==> src/rtl/bpirq_pkg.sv <==
package bpirq_pkg;

    // ------------------------------------------------------------
    // Register map
    // ------------------------------------------------------------
    localparam logic [3:0]  ADDR_ENABLE_SET   = 4'h0;
    localparam logic [3:0]  ADDR_ENABLE_CLR   = 4'h4;
    localparam logic [3:0]  ADDR_PENDING      = 4'h8;
    localparam logic [3:0]  ADDR_ENABLE_READ  = 4'hC;
    localparam int          ADDR_W            = 4;
    localparam int          REG_W             = 16;
    localparam int          NUM_SRC           = 5;
    localparam logic [15:0] ENABLE_RESET      = 16'h0000;
    localparam logic [15:0] PENDING_RESET     = 16'h0000;
    localparam logic [15:0] LIVE_MASK         = 16'h001F;
    localparam logic [1:0]  RESP_OKAY         = 2'h0;
    localparam logic [1:0]  RESP_SLVERR       = 2'h2;

    // ------------------------------------------------------------
    // Source bit positions
    // ------------------------------------------------------------
    localparam int BIT_PUSH_BUTTONS  = 0;
    localparam int BIT_SWITCH_BANK   = 1;
    localparam int BIT_FIVE_WAY      = 2;
    localparam int BIT_MODE_BUTTON   = 3;
    localparam int BIT_NETWORK_CTRL  = 4;

    // ------------------------------------------------------------
    // Input widths
    // ------------------------------------------------------------
    localparam int PB_W   = 4;
    localparam int DIP_W  = 4;
    localparam int JOY_W  = 5;

endpackage

==> src/rtl/bpirq_sync.sv <==
`timescale 1ns/1ps
module bpirq_sync #(
    parameter int W = 1
) (
    input  wire logic         clk,
    input  wire logic         rst_b,
    input  wire logic [W-1:0] async_in,
    output logic      [W-1:0] sync_out
);
    logic [W-1:0] meta_reg;

    // Two stages; first stage read only by the second
    always_ff @(posedge clk)
    begin
        if (!rst_b)
        begin
            meta_reg <= '0;
            sync_out <= '0;
        end
        else
        begin
            meta_reg <= async_in;
            sync_out <= meta_reg;
        end
    end
endmodule

==> src/rtl/bpirq_top.sv <==
// Operation
// - All enabled source events merge onto one request output to the host.
// - Request signals only for flagged sources whose enable bit is set.
// - Enable write sets masked bits, disable write clears them, others unchanged.
// - New interrupt shown as falling edge on request line when no enabled flag is already pending; host queries on it.
// - Host reads flag register; device returns pending flags identifying sources.
// - Host clears handled flags with mask; masked flag bits clear unless their source flags again in the same cycle.
// - Bit 0 buttons, 1 switches, 2 stick, 3 mode button, 4 network.
// - Buttons, switches and stick flag on any change of any of their inputs; mode button flags on press only.
// - Network controller interrupt output forwarded as one flagged source.
`timescale 1ns/1ps
module bpirq_top (
    input  wire logic                        clk,
    input  wire logic                        rst_b,
    input  wire logic [3:0]                  s_axi_awaddr,
    input  wire logic                        s_axi_awvalid,
    output logic                             s_axi_awready,
    input  wire logic [31:0]                 s_axi_wdata,
    input  wire logic [3:0]                  s_axi_wstrb,
    input  wire logic                        s_axi_wvalid,
    output logic                             s_axi_wready,
    output logic [1:0]                       s_axi_bresp,
    output logic                             s_axi_bvalid,
    input  wire logic                        s_axi_bready,
    input  wire logic [3:0]                  s_axi_araddr,
    input  wire logic                        s_axi_arvalid,
    output logic                             s_axi_arready,
    output logic [31:0]                      s_axi_rdata,
    output logic [1:0]                       s_axi_rresp,
    output logic                             s_axi_rvalid,
    input  wire logic                        s_axi_rready,
    input  wire logic [bpirq_pkg::PB_W-1:0]  push_buttons,
    input  wire logic [bpirq_pkg::DIP_W-1:0] switch_bank,
    input  wire logic [bpirq_pkg::JOY_W-1:0] five_way_stick,
    input  wire logic                        energy_monitor_button,
    input  wire logic                        network_ctrl_irq_b,
    output logic                             host_irq_request_pin_b
);
    localparam int IN_W = bpirq_pkg::PB_W + bpirq_pkg::DIP_W + bpirq_pkg::JOY_W + 2;

    logic [IN_W-1:0]              in_sync;
    logic [IN_W-1:0]              in_prev_reg;
    logic                         seen_reg;
    logic [bpirq_pkg::REG_W-1:0]  irq_source_enable_reg;
    logic [bpirq_pkg::REG_W-1:0]  irq_source_pending_reg;
    logic [bpirq_pkg::REG_W-1:0]  event_vec;
    logic [bpirq_pkg::REG_W-1:0]  wmask;
    logic                         aw_have_reg;
    logic                         w_have_reg;
    logic [3:0]                   aw_addr_reg;
    logic [31:0]                  w_data_reg;
    logic                         wr_fire;
    logic                         irq_reg;

    // ------------------------------------------------------------
    // Input synchronisers
    // ------------------------------------------------------------
    bpirq_sync #(
        .W (IN_W)
    ) u_sync (
        .clk      (clk),
        .rst_b    (rst_b),
        .async_in ({network_ctrl_irq_b, energy_monitor_button, five_way_stick,
                    switch_bank, push_buttons}),
        .sync_out (in_sync)
    );

    // First cycle after reset captures synchroniser reset zeros, so inputs high at reset still show a change
    always_ff @(posedge clk)
    begin
        if (!rst_b)
        begin
            in_prev_reg <= '0;
            seen_reg    <= 1'b0;
        end
        else
        begin
            in_prev_reg <= in_sync;
            seen_reg    <= 1'b1;
        end
    end

    // ------------------------------------------------------------
    // Source events
    // ------------------------------------------------------------
    localparam int O_DIP = bpirq_pkg::PB_W;
    localparam int O_JOY = O_DIP + bpirq_pkg::DIP_W;
    localparam int O_MOD = O_JOY + bpirq_pkg::JOY_W;
    localparam int O_NET = O_MOD + 1;

    logic [IN_W-1:0] chg;
    assign chg = seen_reg ? (in_sync ^ in_prev_reg) : '0;

    always_comb
    begin
        event_vec = '0;
        event_vec[bpirq_pkg::BIT_PUSH_BUTTONS] = |chg[O_DIP-1:0];
        event_vec[bpirq_pkg::BIT_SWITCH_BANK]  = |chg[O_JOY-1:O_DIP];
        event_vec[bpirq_pkg::BIT_FIVE_WAY]     = |chg[O_MOD-1:O_JOY];
        // Mode button flags on press only
        event_vec[bpirq_pkg::BIT_MODE_BUTTON]  = chg[O_MOD] & in_sync[O_MOD];
        // Network line is active low: flag on its falling edge
        event_vec[bpirq_pkg::BIT_NETWORK_CTRL] = chg[O_NET] & ~in_sync[O_NET];
    end

    // ------------------------------------------------------------
    // AXI4-Lite write
    // ------------------------------------------------------------
    assign s_axi_awready = !aw_have_reg && !s_axi_bvalid;
    assign s_axi_wready  = !w_have_reg && !s_axi_bvalid;
    assign wr_fire       = aw_have_reg && w_have_reg;

    always_ff @(posedge clk)
    begin
        if (!rst_b)
        begin
            aw_have_reg  <= 1'b0;
            w_have_reg   <= 1'b0;
            aw_addr_reg  <= '0;
            w_data_reg   <= '0;
            s_axi_bvalid <= 1'b0;
            s_axi_bresp  <= bpirq_pkg::RESP_OKAY;
        end
        else
        begin
            if (s_axi_awvalid && s_axi_awready)
            begin
                aw_have_reg <= 1'b1;
                aw_addr_reg <= s_axi_awaddr;
            end
            if (s_axi_wvalid && s_axi_wready)
            begin
                w_have_reg <= 1'b1;
                w_data_reg <= {{8{s_axi_wstrb[3]}}, {8{s_axi_wstrb[2]}},
                               {8{s_axi_wstrb[1]}}, {8{s_axi_wstrb[0]}}} & s_axi_wdata;
            end
            if (wr_fire)
            begin
                aw_have_reg  <= 1'b0;
                w_have_reg   <= 1'b0;
                s_axi_bvalid <= 1'b1;
                s_axi_bresp  <= (aw_addr_reg == bpirq_pkg::ADDR_ENABLE_READ)
                                ? bpirq_pkg::RESP_SLVERR : bpirq_pkg::RESP_OKAY;
            end
            else if (s_axi_bvalid && s_axi_bready)
            begin
                s_axi_bvalid <= 1'b0;
            end
        end
    end

    // Masked-off strobes count as zeros, so a partial write leaves bits alone
    assign wmask = w_data_reg[bpirq_pkg::REG_W-1:0] & bpirq_pkg::LIVE_MASK;

    // ------------------------------------------------------------
    // Enable and pending registers
    // ------------------------------------------------------------
    always_ff @(posedge clk)
    begin
        if (!rst_b)
        begin
            irq_source_enable_reg <= bpirq_pkg::ENABLE_RESET;
        end
        else if (wr_fire && aw_addr_reg == bpirq_pkg::ADDR_ENABLE_SET)
        begin
            irq_source_enable_reg <= irq_source_enable_reg | wmask;
        end
        else if (wr_fire && aw_addr_reg == bpirq_pkg::ADDR_ENABLE_CLR)
        begin
            irq_source_enable_reg <= irq_source_enable_reg & ~wmask;
        end
    end

    // New events win over a same-cycle clear
    always_ff @(posedge clk)
    begin
        if (!rst_b)
        begin
            irq_source_pending_reg <= bpirq_pkg::PENDING_RESET;
        end
        else if (wr_fire && aw_addr_reg == bpirq_pkg::ADDR_PENDING)
        begin
            irq_source_pending_reg <= (irq_source_pending_reg & ~wmask) | event_vec;
        end
        else
        begin
            irq_source_pending_reg <= irq_source_pending_reg | event_vec;
        end
    end

    // ------------------------------------------------------------
    // Request line
    // ------------------------------------------------------------
    always_ff @(posedge clk)
    begin
        if (!rst_b)
        begin
            irq_reg <= 1'b0;
        end
        else
        begin
            irq_reg <= |(irq_source_pending_reg & irq_source_enable_reg);
        end
    end

    // Falls when first enabled flag appears
    assign host_irq_request_pin_b = ~irq_reg;

    // ------------------------------------------------------------
    // AXI4-Lite read
    // ------------------------------------------------------------
    assign s_axi_arready = !s_axi_rvalid;

    always_ff @(posedge clk)
    begin
        if (!rst_b)
        begin
            s_axi_rvalid <= 1'b0;
            s_axi_rdata  <= '0;
            s_axi_rresp  <= bpirq_pkg::RESP_OKAY;
        end
        else if (s_axi_arvalid && s_axi_arready)
        begin
            s_axi_rvalid <= 1'b1;
            s_axi_rresp  <= bpirq_pkg::RESP_OKAY;
            unique case (s_axi_araddr)
                bpirq_pkg::ADDR_ENABLE_SET,
                bpirq_pkg::ADDR_ENABLE_CLR,
                bpirq_pkg::ADDR_ENABLE_READ:
                    s_axi_rdata <= {16'h0000, irq_source_enable_reg};
                bpirq_pkg::ADDR_PENDING:
                    s_axi_rdata <= {16'h0000, irq_source_pending_reg};
                default:
                begin
                    s_axi_rdata <= '0;
                    s_axi_rresp <= bpirq_pkg::RESP_SLVERR;
                end
            endcase
        end
        else if (s_axi_rvalid && s_axi_rready)
        begin
            s_axi_rvalid <= 1'b0;
        end
    end

    // ------------------------------------------------------------
    // Checks
    // ------------------------------------------------------------
    a_unused_bits_zero: assert property (@(posedge clk) disable iff (!rst_b)
        (irq_source_enable_reg & ~bpirq_pkg::LIVE_MASK) == '0
        && (irq_source_pending_reg & ~bpirq_pkg::LIVE_MASK) == '0)
        else $error("unused bits set");

    a_request_follows_flags: assert property (@(posedge clk) disable iff (!rst_b)
        ##1 (host_irq_request_pin_b == !(|$past(irq_source_pending_reg & irq_source_enable_reg))))
        else $error("request line mismatch");

    a_flag_sticks: assert property (@(posedge clk) disable iff (!rst_b)
        (irq_source_pending_reg[0] && !(wr_fire && aw_addr_reg == bpirq_pkg::ADDR_PENDING))
        |=> irq_source_pending_reg[0])
        else $error("flag dropped without clear");

    a_event_sets_flag: assert property (@(posedge clk) disable iff (!rst_b)
        event_vec[bpirq_pkg::BIT_PUSH_BUTTONS] |=> irq_source_pending_reg[0])
        else $error("event not flagged");

    a_enable_set_works: assert property (@(posedge clk) disable iff (!rst_b)
        (wr_fire && aw_addr_reg == bpirq_pkg::ADDR_ENABLE_SET)
        |=> ((irq_source_enable_reg & $past(wmask)) == $past(wmask)))
        else $error("enable set failed");

    a_enable_clr_works: assert property (@(posedge clk) disable iff (!rst_b)
        (wr_fire && aw_addr_reg == bpirq_pkg::ADDR_ENABLE_CLR)
        |=> ((irq_source_enable_reg & $past(wmask)) == '0))
        else $error("enable clear failed");

    a_clear_exact: assert property (@(posedge clk) disable iff (!rst_b)
        (wr_fire && aw_addr_reg == bpirq_pkg::ADDR_PENDING)
        |=> ((irq_source_pending_reg & ~$past(wmask)) ==
             (($past(irq_source_pending_reg) | $past(event_vec)) & ~$past(wmask))))
        else $error("clear touched other bits");

    a_net_forwarded: assert property (@(posedge clk) disable iff (!rst_b)
        event_vec[bpirq_pkg::BIT_NETWORK_CTRL] |=> irq_source_pending_reg[4])
        else $error("network event lost");

    a_request_falls: assert property (@(posedge clk) disable iff (!rst_b)
        $fell(host_irq_request_pin_b) |-> $past(|(irq_source_pending_reg & irq_source_enable_reg)))
        else $error("spurious falling edge");

endmodule

==> config.mk <==
export PLATFORM = sky130hd
export DESIGN_NAME = bpirq_top
export DESIGN_NICKNAME = d
export VERILOG_FILES = /design/src/rtl/bpirq_pkg.sv /design/src/rtl/bpirq_sync.sv /design/src/rtl/bpirq_top.sv
export SDC_FILE = /design/constraint.sdc
export NUM_CORES = 1
export LEC_CHECK = 0
export BUFFER_PORTS_ARGS = -buffer_cell sky130_fd_sc_hd__buf_2
export CAP_MARGIN = 20
export CORE_MARGIN = 2
export CORE_UTILIZATION = 44
export CTS_CLUSTER_SIZE = 8
export DETAILED_ROUTE_END_ITERATION = 10
export GPL_TIMING_DRIVEN = 0
export PLACE_DENSITY = 0.72
export SYNTH_ARGS = -nofsm -noshare
export SYNTH_HDL_FRONTEND = slang
export SYNTH_SLANG_ARGS = --single-unit
==> constraint.sdc <==
create_clock -name clk -period 1.4 [get_ports clk]
set_clock_uncertainty 0.15 [all_clocks]
set_input_delay 0.21 -clock clk [delete_from_list [all_inputs] [get_ports clk]]
set_output_delay 0.21 -clock clk [all_outputs]
set_load 0.01 [all_outputs]
==> results.ini <==
[logic_synthesis]
syn_area_per_cell_sq_um = 10.1
synth_most_common_cell = dfxtp_1
synth.top_cells.by_count = dfxtp_1, and2_1, buf_4
synth-seq-cells = 77
synth_area_sq_um = 2860
ys.warnings.count = 0
synth_edf_count = 0
ys_types = 34
ys_seq_area_frac = 0.538
async_flop_share = 0
yosysTopAreaCell = dfxtp_1
synth_top_area_share = 0.538
ys.flop_type = dfxtp_1
synth_area_leaders = dfxtp_1, and2_1, buf_4, mux2i_1, xnor2_1
synth_cells = 284

[setup_path]
cp_max_fo = 4
crit_buf_inv = 0
r2r_setup_slack_ns = -0.07
worstSetupPathType = register to register
cp.arrival_ns = 1.56
endpoint_kind = register
r2r_cells = 4
cp_slowest_cell = or3b_4
required_ns = 1.49
path_cells = or3b_4 > nor3_4 > nand2_1 > a32o_1
r2r-end = irq_source_pending_reg[0]
cpPeakStageDelay_ns = 0.42
crit_path_start_kind = register
r2r-start = aw_addr_reg[1]
critPathTopFamily = simple AND/OR/NAND/NOR gates

[run_status]
violations = setup timing
status = complete, but fails checks

[route]
wl_per_cell_um = 10.8
drc_errors = 0
dr_total_vias = 2135
wl_mm = 5.26
final_antenna_net_count = 0
first_pass_iters = 4
drt_iter0_markers = 53
routed_via_density = 4.38

[pwr]
p_sw_mw = 1.11
clkPwrFrac = 0.347
seq_power_share = 0.539
intPower_mw = 3.23
switching_share = 0.256
power_density_nw_per_um2 = 1110
ir_worst_vdd_v = 0.000829
report.power.total_mw = 4.34
pwr-share-comb = 0.114
leakage_nw = 1.74

[placement]
numPortBuffers = 48
place.gp.congestion = 0.772
hpwlAfterDp_mm = 3.45
place_ws_ns = -0.138
dp_cells = 437

[worst_hold_path]
worstHoldStart = rst_b
holdPathStages = 3
min_path_type = input pin to register

[clock_network]
cts_tree = built
cts_buffer_depth = 2
cts_max_level = 3
clk_pin_slew_ns = 0.08
clock_latency_ns = 0.34
cts_made_buffers = 9
clockRootBuffer = clkbuf_8
clock_sinks = 77

[floorplanning]
die_y_um = 84.7
rows = 29
die_area_sq_um = 7170
start_util = 0.454
io-pin-count = 108
coreArea_sq_um = 6310
dieWidth_um = 84.7

[layout]
stdcell_count = 488
syn2layout_area_growth_pct = 35.9
drive_gt1_frac = 0.294
final_nets = 472
num_antenna_cells = 0

[timing]
rsz0062_at_grt = yes
post-route-period-util = 1.05
hold_violations = 0
period_needed_ns = 1.47
setup_viol = 5
fmax_mhz = 679
maxSlewViolCount = 0
worst_slack_ns = -0.0738

[grt]
grt_pass1_vias = 1972
grt_pass1_wl_mm = 8.54
antenna_found_initial = 0
grt_max_degree = 16
grt_overflow = 0
track_usage = 0.152

[run]
max_cap_viol_count = 0

layout by cell type, fill, tap and decap left out, types with 4 or more instances in the layout:
cell type / count
buf_4: 34
nand2b_1: 5
xnor2_1: 11
inv_6: 4
a21oi_1: 12
clkbuf_1: 8
dlygate4sd3_1: 28
clkbuf_8: 9
conb_1: 29
dfxtp_2: 4
nand2_1: 19
o21ai_1: 4
dfxtp_1: 71
nand3_1: 6
buf_2: 48
and2_1: 53
nor2_1: 9
mux2i_1: 11
what timing repair did:
| action | CTS | global route |
|---|---|---|
| buffers inserted | 8 | 0 |
| pin swaps | 15 | 7 |
| hold buffers | 28 | 0 |
| hold endpoints to repair | 27 | 0 |
| endpoints found under the setup margin | 16 | 18 |
| gates resized for setup | 8 | 12 |
per-layer routing:
metal  part of all wire  GRT usage
met1               0.43      0.176
met2               0.50      0.258
met3              0.049     0.0285
met4              0.025     0.0924
met5                  0          0
cell type report:
type	instances	area, sq um
fillers	531	2420
flip-flops and latches	77	1550
multi-input cells	191	1200
repair buffers	84	592
plain buffers	39	259
clock buffers	9	124
well taps	77	96.3
clock inverters	7	55.1
inverters	4	15.0
worst max path at each step:
stage	start	end	slack (ns)	cells past startpoint
after global placement	aw_addr_reg[3]	irq_source_pending_reg[0]	-0.15	4
final	aw_addr_reg[1]	irq_source_pending_reg[0]	-0.07	4
after global routing	aw_addr_reg[1]	irq_source_pending_reg[1]	-0.13	4
after floorplan	aw_addr_reg[3]	irq_source_pending_reg[0]	-0.05	4
after detailed placement	aw_addr_reg[3]	irq_source_pending_reg[0]	-0.14	4
after CTS	aw_addr_reg[1]	irq_source_pending_reg[1]	-0.12	4
power groups by stage:
stage                     clock [mW]  sequential, mW  combinational, mW
final                           1.51            2.34              0.493
after global routing            1.65            2.35              0.545
after floorplan                    0            2.38              0.288
after global placement             0            2.38              0.386
after detailed placement           0            2.39              0.393
after CTS                       1.55            2.33              0.487
through the flow:
stage,setup TNS [ns],hold WS (ns),utilization,area [sq um]
CTS,-0.632,0.0661,0.613,3870
finish,-0.245,0.0698,0.616,3890
global placement,-2.06,0.265,0.526,3320
detailed placement,-3.02,0.268,0.526,3320
floorplan,-0.0942,0.0877,-,2980
global route,-0.789,0.0910,0.616,3890
kinds of logic after synthesis:
logic type	count (synthesis)	synth area share
DFF	77	0.538
xor gates and xnor gates	13	0.0398
other	1	0.00131
and+or+nand+nor	106	0.215
AOI/OAI and AO/OA	32	0.0712
muxes	11	0.0384
buffers and inverters	44	0.0961
tightest hold or removal path: cells and delay by family:
family        cells  cell delay (ns)
buf+inv           1             0.14
mux               1             0.07
simple gates      1             0.09
Power figures use the tool's default switching activity.
